File: src/core/crt_defs.svh
// Operation
// - Compare match raises compare request when enabled
// - Weekday wrapping to zero raises week request
// - Weekday increment raises day request
// - Hour increment raises hour request
// - Minute increment raises minute request
// - Second increment in RTC mode raises second request
// - Six sources on six separate request lines
// - Run request sets running flag within two ticks
// - Clearing run request stops, clears running flag
`ifndef CRT_DEFS_SVH
`define CRT_DEFS_SVH

`define CRT_OFF_SEC      12'h000
`define CRT_OFF_MIN      12'h004
`define CRT_OFF_HR       12'h008
`define CRT_OFF_WK       12'h00c
`define CRT_OFF_CTL1     12'h010
`define CRT_OFF_CTL2     12'h014
`define CRT_OFF_CSR      12'h018
`define CRT_OFF_IRQ_STAT 12'h01c
`define CRT_OFF_IRQ_MASK 12'h020

// Control one fields
`define CRT_C1_RUN       0
`define CRT_C1_RUNNING   1
`define CRT_C1_MODE      2
`define CRT_C1_H12       3
`define CRT_C1_PM        4
// Control two / status / mask bit positions
`define CRT_IB_COMPARE   0
`define CRT_IB_WEEK      1
`define CRT_IB_DAY       2
`define CRT_IB_HOUR      3
`define CRT_IB_MINUTE    4
`define CRT_IB_SECOND    5

`define CRT_RST_C2       6'h00
`define CRT_RST_CSR      4'h0
`define CRT_SEC_MAX      6'h3b
`define CRT_MIN_MAX      6'h3b
`define CRT_HR_MAX       5'h17
`define CRT_WK_MAX       3'h6

`endif

File: src/core/crt_pkg.sv
package crt_pkg;
   typedef enum logic {
      CRT_MODE_RTC,
      CRT_MODE_COMPARE
   } crt_mode_t;
   typedef enum logic [1:0] {
      CRT_IDLE,
      CRT_STARTING,
      CRT_RUNNING,
      CRT_STOPPING
   } crt_run_state_t;
endpackage : crt_pkg

File: src/core/crt_core.sv
// The APB interface to the registers and the register offsets were decided locally.
`timescale 1ns/1ps
`default_nettype none
`include "crt_defs.svh"

module crt_core
(
   input  wire logic        clk,
   input  wire logic        rst_b,
   input  wire logic        count_tick_in,
   input  wire logic        psel,
   input  wire logic        penable,
   input  wire logic        pwrite,
   input  wire logic [11:0] paddr,
   input  wire logic [31:0] pwdata,
   output var  logic [31:0] prdata,
   output var  logic        pready,
   output var  logic        pslverr,
   output var  logic [5:0]  irq_lines,
   output var  logic        irq
);
   import crt_pkg::*;

   logic [2:0]      tick_sync_reg;
   logic            tick_level_reg;
   logic            tick;
   logic [5:0]      sec_reg;
   logic [5:0]      min_reg;
   logic [4:0]      hr_reg;
   logic [2:0]      wk_reg;
   logic            run_req_reg;
   logic            running_reg;
   crt_mode_t       mode_reg;
   logic            h12_reg;
   logic            pm_reg;
   logic [5:0]      c2_reg;
   logic [3:0]      csr_reg;
   logic [5:0]      stat_reg;
   logic [5:0]      mask_reg;
   logic [5:0]      events;
   logic [5:0]      lines_next;
   crt_run_state_t  run_state_reg;
   logic            wr;
   logic            rd;
   logic            hit;
   logic [31:0]     rdata_next;

   // Count source from a pin: three stages, edge once stages two and three agree
   always_ff @(posedge clk or negedge rst_b)
   begin
      if (!rst_b)
      begin
         tick_sync_reg  <= 3'h0;
         tick_level_reg <= 1'b0;
      end
      else
      begin
         tick_sync_reg <= {tick_sync_reg[1:0], count_tick_in};
         if (tick_sync_reg[1] == tick_sync_reg[2])
            tick_level_reg <= tick_sync_reg[2];
      end
   end

   assign tick = (tick_sync_reg[1] == tick_sync_reg[2]) && tick_sync_reg[2] && !tick_level_reg;

   assign wr = psel && penable && pwrite;
   assign rd = psel && !pwrite;

   // Start/stop handshake measured in count-source ticks
   always_ff @(posedge clk or negedge rst_b)
   begin
      if (!rst_b)
      begin
         run_state_reg <= CRT_IDLE;
         running_reg   <= 1'b0;
      end
      else
      begin
         unique case (run_state_reg)
            CRT_IDLE:
            begin
               if (run_req_reg)
                  run_state_reg <= CRT_STARTING;
            end
            CRT_STARTING:
            begin
               if (!run_req_reg)
                  run_state_reg <= CRT_IDLE;
               else if (tick)
               begin
                  running_reg   <= 1'b1;
                  run_state_reg <= CRT_RUNNING;
               end
            end
            CRT_RUNNING:
            begin
               if (!run_req_reg)
                  run_state_reg <= CRT_STOPPING;
            end
            CRT_STOPPING:
            begin
               if (tick)
               begin
                  running_reg   <= 1'b0;
                  run_state_reg <= CRT_IDLE;
               end
            end
         endcase
      end
   end

   // Software registers; time and setup writes accepted only while fully stopped
   always_ff @(posedge clk or negedge rst_b)
   begin
      if (!rst_b)
      begin
         run_req_reg <= 1'b0;
         mode_reg    <= CRT_MODE_RTC;
         h12_reg     <= 1'b0;
         c2_reg      <= `CRT_RST_C2;
         csr_reg     <= `CRT_RST_CSR;
         mask_reg    <= 6'h00;
      end
      else if (wr)
      begin
         if (paddr == `CRT_OFF_CTL1)
         begin
            run_req_reg <= pwdata[`CRT_C1_RUN];
            if (!run_req_reg && !running_reg)
            begin
               mode_reg <= pwdata[`CRT_C1_MODE] ? CRT_MODE_COMPARE : CRT_MODE_RTC;
               h12_reg  <= pwdata[`CRT_C1_H12];
            end
         end
         if (paddr == `CRT_OFF_CTL2 && !run_req_reg && !running_reg)
            c2_reg <= pwdata[5:0];
         if (paddr == `CRT_OFF_CSR && !run_req_reg && !running_reg)
            csr_reg <= pwdata[3:0];
         if (paddr == `CRT_OFF_IRQ_MASK)
            mask_reg <= pwdata[5:0];
      end
   end

   // Time counters; in compare mode the seconds register is the free counter
   always_ff @(posedge clk or negedge rst_b)
   begin
      if (!rst_b)
      begin
         sec_reg <= 6'h00;
         min_reg <= 6'h00;
         hr_reg  <= 5'h00;
         wk_reg  <= 3'h0;
         pm_reg  <= 1'b0;
         events  <= 6'h00;
      end
      else
      begin
         events <= 6'h00;
         if (wr && !run_req_reg && !running_reg)
         begin
            if (paddr == `CRT_OFF_SEC)
               sec_reg <= pwdata[5:0];
            if (paddr == `CRT_OFF_MIN)
               min_reg <= pwdata[5:0];
            if (paddr == `CRT_OFF_HR)
               hr_reg <= pwdata[4:0];
            if (paddr == `CRT_OFF_WK)
               wk_reg <= pwdata[2:0];
            if (paddr == `CRT_OFF_CTL1)
               pm_reg <= pwdata[`CRT_C1_PM];
         end
         else if (tick && running_reg && run_req_reg)
         begin
            if (mode_reg == CRT_MODE_COMPARE)
            begin
               sec_reg <= sec_reg + 6'h01;
               if (sec_reg + 6'h01 == min_reg)
                  events[`CRT_IB_COMPARE] <= 1'b1;
            end
            else if (sec_reg != `CRT_SEC_MAX)
            begin
               sec_reg <= sec_reg + 6'h01;
               events[`CRT_IB_SECOND] <= 1'b1;
            end
            else
            begin
               sec_reg <= 6'h00;
               if (min_reg != `CRT_MIN_MAX)
               begin
                  min_reg <= min_reg + 6'h01;
                  events[`CRT_IB_MINUTE] <= 1'b1;
               end
               else
               begin
                  min_reg <= 6'h00;
                  if (hr_reg != `CRT_HR_MAX)
                  begin
                     hr_reg <= hr_reg + 5'h01;
                     pm_reg <= (hr_reg + 5'h01) >= 5'h0c;
                     events[`CRT_IB_HOUR] <= 1'b1;
                  end
                  else
                  begin
                     hr_reg <= 5'h00;
                     pm_reg <= 1'b0;
                     events[`CRT_IB_DAY] <= 1'b1;
                     if (wk_reg != `CRT_WK_MAX)
                        wk_reg <= wk_reg + 3'h1;
                     else
                     begin
                        wk_reg <= 3'h0;
                        events[`CRT_IB_WEEK] <= 1'b1;
                     end
                  end
               end
            end
         end
      end
   end

   // Sticky status: a new event wins over a write-one clear in the same cycle
   always_ff @(posedge clk or negedge rst_b)
   begin
      if (!rst_b)
         stat_reg <= 6'h00;
      else
      begin
         if (wr && paddr == `CRT_OFF_IRQ_STAT)
            stat_reg <= (stat_reg & ~pwdata[5:0]) | (events & c2_reg);
         else
            stat_reg <= stat_reg | (events & c2_reg);
      end
   end

   // Each line is live only while its enable in control two is set
   assign lines_next = stat_reg & c2_reg & mask_reg;

   always_ff @(posedge clk or negedge rst_b)
   begin
      if (!rst_b)
      begin
         irq_lines <= 6'h00;
         irq       <= 1'b0;
      end
      else
      begin
         irq_lines <= lines_next;
         irq       <= |lines_next;
      end
   end

   assign hit = (paddr == `CRT_OFF_SEC) || (paddr == `CRT_OFF_MIN) ||
                (paddr == `CRT_OFF_HR) || (paddr == `CRT_OFF_WK) ||
                (paddr == `CRT_OFF_CTL1) || (paddr == `CRT_OFF_CTL2) ||
                (paddr == `CRT_OFF_CSR) || (paddr == `CRT_OFF_IRQ_STAT) ||
                (paddr == `CRT_OFF_IRQ_MASK);

   always_comb
   begin
      rdata_next = 32'h0000_0000;
      unique case (paddr)
         `CRT_OFF_SEC:      rdata_next[5:0] = sec_reg;
         `CRT_OFF_MIN:      rdata_next[5:0] = min_reg;
         `CRT_OFF_HR:       rdata_next[4:0] = hr_reg;
         `CRT_OFF_WK:       rdata_next[2:0] = wk_reg;
         `CRT_OFF_CTL1:     rdata_next[4:0] = {pm_reg, h12_reg, mode_reg == CRT_MODE_COMPARE,
                                               running_reg, run_req_reg};
         `CRT_OFF_CTL2:     rdata_next[5:0] = c2_reg;
         `CRT_OFF_CSR:      rdata_next[3:0] = csr_reg;
         `CRT_OFF_IRQ_STAT: rdata_next[5:0] = stat_reg;
         `CRT_OFF_IRQ_MASK: rdata_next[5:0] = mask_reg;
         default:           rdata_next = 32'h0000_0000;
      endcase
   end

   // No wait state: setup cycle registers the answer, first access cycle completes
   always_ff @(posedge clk or negedge rst_b)
   begin
      if (!rst_b)
      begin
         prdata  <= 32'h0000_0000;
         pready  <= 1'b0;
         pslverr <= 1'b0;
      end
      else
      begin
         pready  <= psel && !penable;
         pslverr <= psel && !penable && !hit;
         if (rd && !penable)
            prdata <= rdata_next;
      end
   end

endmodule : crt_core

`default_nettype wire

File: config.mk
export PLATFORM = sky130hd
export DESIGN_NAME = crt_core
export DESIGN_NICKNAME = d
export VERILOG_FILES = /design/src/core/crt_pkg.sv /design/src/core/crt_core.sv
export VERILOG_INCLUDE_DIRS = /design/src /design/src/core
export SDC_FILE = /design/constraint.sdc
export NUM_CORES = 1
export LEC_CHECK = 0
export ABC_AREA = 1
export BUFFER_PORTS_ARGS = -buffer_cell sky130_fd_sc_hd__buf_4
export CAP_MARGIN = 20
export CORE_ASPECT_RATIO = 1.4
export CORE_MARGIN = 2
export CORE_UTILIZATION = 50
export CTS_BUF_LIST = sky130_fd_sc_hd__clkbuf_4
export DETAILED_ROUTE_END_ITERATION = 12
export PLACE_DENSITY = 0.74
export SETUP_SLACK_MARGIN = 0.05
export SLEW_MARGIN = 20
export SYNTH_ARGS = -nofsm -noshare
export SYNTH_HDL_FRONTEND = slang
export SYNTH_SLANG_ARGS = --single-unit
File: constraint.sdc
create_clock -name clk -period 3.5 [get_ports clk]
set_input_delay 1.05 -clock clk [delete_from_list [all_inputs] [get_ports clk]]
set_output_delay 1.05 -clock clk [all_outputs]
set_load 0.02 [all_outputs]
* Word-level counts from Yosys, hierarchy flattened
Index checks and enable logic that the tools add are counted.
Word-level totals: register bits after elaboration 74, input bits 50
Cells by class: mux-type cells 61, eq/ne operators 32, reduce and logical (&&, ||, !) cells 49, $lt $le $gt $ge 1, add/sub/neg operators 4, bitwise logic cells 7
Operators with widths (count):
- $mux 6 | 14
- $eq 12x5->1 const B | 4
- $mux 5 | 8
- $mux 3 | 9
- $pmux 3 s9 | 1
- $and 6x6->6 | 4
- $eq 12x4->1 const B | 2
- $logic_and 1x1->1 | 18
- $mux 1 | 17
- $ne 2x2->1 const B | 8
- $add 6x1->6 const B | 2
- $eq 12x3->1 const B | 1
- $eq 12x6->1 const B | 1
- $logic_not 12->1 | 1
- $mux 2 | 6
- $ne 2x1->1 const B | 6
- $ne 6x6->1 const B | 2
- $or 6x6->6 | 2
- $reduce_and 4->1 | 3
- $reduce_and 2->1 | 5
- $reduce_and 5->1 | 2
- $logic_or 1x1->1 | 8
- $pmux 1 s8 | 1
- $pmux 2 s4 | 1
- 20 further kinds | 28

* Logic depth before layout (Yosys ltp)
depth in word-level cells 11, mapped depth 12

* Least setup slack after synthesis
Ideal clock, no wire load.
path kind input-to-reg, from in paddr[11], to reg wk_reg[1], cell stages on the path 9, slack 1.450 ns, buffers on the path 1, setup time 0.117 ns, arrival time 1.932 ns, path through nor2_2 -> nand2_4 -> nor2_8 -> buf_6 -> nand3_2 -> nand2_4 -> inv_2 -> o21ai_1 -> inv_1
Between the ends: word-level cells in the longest chain between the ends 3
RTL lines:
- from (decl) | RTL line crt_core.sv:14 | input wire logic [11:0] paddr,
- $eq 12x4->1
- $ne 2x1->1 (no source line)
- $reduce_and 6->1 (no source line)
- to (signal assigned) | RTL line crt_core.sv:168 | wk_reg <= pwdata[2:0];
- to (signal assigned) | RTL line crt_core.sv:208 | wk_reg <= wk_reg + 3'h1;
- to (decl) | RTL line crt_core.sv:30 | logic [2:0] wk_reg;
No other way between the ends. A chain may end at the register's enable or synchronous reset.

* Final worst setup path
from reg prdata[5], to out prdata[5]
RTL lines:
- from (decl) | RTL line crt_core.sv:16 | output var logic [31:0] prdata,
- from (signal assigned) | RTL line crt_core.sv:290 | prdata <= rdata_next;
No word-level cell between the ends.

==> summary.txt <==
period utilisation layout -> 59.07%
die area -> 9824 µm²
vias -> 3,773
GP Congestion -> 0.9793
clock share of power -> 24.8%
predominant post-synthesis flop cell -> dfrtp_1
layout cells sized above 1 -> 20.03%
fmax -> 0.4837 GHz
initial antenna violation count -> 0
headroom to the max-slew limit -> 36.55%
Tot GR Track Use -> 22.98%
clk slew on worst S/H paths -> 0.12 ns
outcome -> complete, no violations
EDFF count, synth -> 0
sw frac -> 32.30%
crit-path leading delay family -> flip-flops
Post-CTS Setup Bufs -> 0
TritonCTS Sinks -> 74
R2R Path Start -> sec_reg[0]
Cell Area, Synth -> 4518 µm²
Die H -> 116.5 µm
Critical Path RT -> 2.45 ns
max_cap viols -> 0
Routed wire per std cell -> 14.89 µm
CP max stage cell -> dfrtp_1
post-synth top area cell -> dfrtp_1
critical path class -> reg -> out
Reg area -> 1852 µm²
total power -> 1.666 mW
Root Buffer -> clkbuf_4
Pre-Repair DR Iteration Count -> 5
worst-skew pair later-pin latency -> 0.45 ns
Worst-Margin Slew -> 0.9518 ns
Fillers -> 863
CP Launch Point -> prdata[5]
Peak VDD IR -> 0.1721 mV
synthesized netlist cell count -> 568
P_leak -> 2.555 nW
setup violators final -> 0
R2R Setup Slk -> 1.63 ns
global route total overflow -> 0
post-route ant nets -> 0
P&R area growth vs syn -> 6.951%
CTS Buf Count -> 9
Hold Startpoint -> tick_sync_reg[0]
Setup WS post-layout -> 1.433 ns
detailed placement HPWL -> 8081 µm
DRC -> 0
ys async rst share -> 100.0%
Site Rows -> 41
Initial Utilization -> 50.62%
PwrDens -> 344.8 nW/µm²
Final Cell Area -> 4832 µm²
diode count -> 0
internal power -> 1.128 mW
Chip Width -> 84.34 µm
top cells by area, synth -> dfrtp_1, nand2_1, nand3_1, inv_1, buf_4
Pins Over Slew Limit -> 0
crit path time final -> 2.067 ns
Arr. time, crit path -> 1.02 ns
drt initial violations -> 210
Critical Path Sink Type -> output pin
Core Area -> 8926 µm²
port buffer count -> 38
RSZ-0062 raised after global routing -> no
critical-path maximum fanout -> 2
largest stage delay on the critical path -> 0.40 ns
count of final hold-check violations -> 0
top-area cell type share of the netlist area -> 40.99%
Hold Buf Count CTS -> 0
placed cells -> 704
Post-DP Area -> 4753 µm²
Syn. warnings -> 0
WL final -> 10,660 µm
sequential share of power -> 57.7%
Max Buffers Root-to-Sink -> 2
Vias/cell -> 5.270
CTS tree -> yes
fin nets -> 663
clk_skew -> 0.01209 ns
WP buf/inv -> 1
DP Worst Slack -> 1.031 ns
vias in the first global route -> 3,641
sw power -> 0.5383 mW
syn_area_per_cell -> 7.954 µm²
min-delay worst type -> reg -> reg
Yosys cell types -> 39
H-Tree Depth -> 3
#FFs+latches synth -> 74
crit start category -> register
area occupied by multi-input gates -> 2215 µm²
largest net degree at the start of global routing -> 75
Non-Filler Instances -> 716
post_cts resized -> 0
first-pass GRT wire length -> 17,510 µm
Top Ports -> 91
Logic pwr share -> 17.4%
critical path cell sequence -> buf_4
Seq/Total Area, Yosys -> 40.99%
TNS Setup -> 0 ns
## metrics by stage
step                hold WS [ns]  utilization [%]
floorplan                 0.3312                -
global placement          0.3380            53.25
detailed placement        0.3365            53.25
CTS                       0.3612            54.14
global route              0.3802            54.14
finish                    0.3624            54.14
## cell type report
class / instances / share of cell area [%]
Multi-Input combinational cell: 417 / 45.83
Sequential cell: 74 / 38.32
Timing Repair Buffer: 38 / 5.904
Inverter: 68 / 5.541
Tap cell: 107 / 2.771
Clock buffer: 9 / 1.398
Clock inverter: 3 / 0.2330
## layer usage
| layer | vias to the layer above | routed length [µm] | global-route usage, % | part of all wire [%] |
|---|---|---|---|---|
| met4 | 0 | 505 | 13.54 | 4.7 |
| li1 | 1830 | - | - | - |
| met1 | 1772 | 4150 | 25.79 | 39 |
| met2 | 136 | 5484 | 41.11 | 51 |
| met5 | - | 0 | 0 | 0 |
| met3 | 35 | 523 | 3.887 | 4.9 |
## Yosys cell counts (4+ instances only)
cell	number
xor2_1	7
nand2_4	10
nand2_1	139
nor2_1	52
buf_4	27
nand3_1	48
o21ai_1	20
dfrtp_1	74
nor2_2	13
a21oi_1	7
buf_6	4
inv_1	57
inv_2	6
o21ai_0	31
nand3_2	4
nor3_1	4
nor2_4	5
o21ai_2	14
ha_1	5
nand2_2	9
## cells in the final DEF (no fill, tap or decap), types with 5 or more instances in the layout
master,instances
buf_4,38
o21ai_2,14
ha_1,5
inv_2,6
nor2_1,52
inv_1,57
dfrtp_1,74
o21ai_0,31
clkbuf_4,9
nand2_1,139
nor2_2,13
nor2_4,5
conb_1,26
nand3_1,48
o21ai_1,20
nand2_2,9
nand2_4,10
a21oi_1,7
xor2_1,7
## worst paths after layout
check,endpoint,depth (start not counted)
worst max-delay path,prdata[5],1
worst min-delay path,tick_sync_reg[1],0
worst max register to register,hr_reg[3],10
worst min register to register,tick_sync_reg[1],0
max in group asynchronous,hr_reg[0],1
min in group asynchronous,mask_reg[1],1
## power groups by stage
stage / Combinational, mW / Clock (mW) / Sequential [mW]
3_5_place_dp: 0.288 / 0 / 0.978
3_3_place_gp: 0.279 / 0 / 0.976
5_1_grt: 0.327 / 0.455 / 0.970
6_report: 0.290 / 0.414 / 0.962
2_1_floorplan: 0.253 / 0 / 0.952
4_1_cts: 0.290 / 0.423 / 0.961
## logic make-up after synthesis
logic type / Yosys count / share of synthesized area (%)
other: 1 / 0.08300
DFF: 74 / 40.99
buffers and inverters: 102 / 12.07
AOI/OAI and AO/OA: 78 / 10.66
and+or+nand+nor: 296 / 32.40
muxes: 2 / 0.4708
adders and majority gates: 5 / 1.385
xor gates and xnor gates: 10 / 1.939
Power figures use the tool's default switching activity.
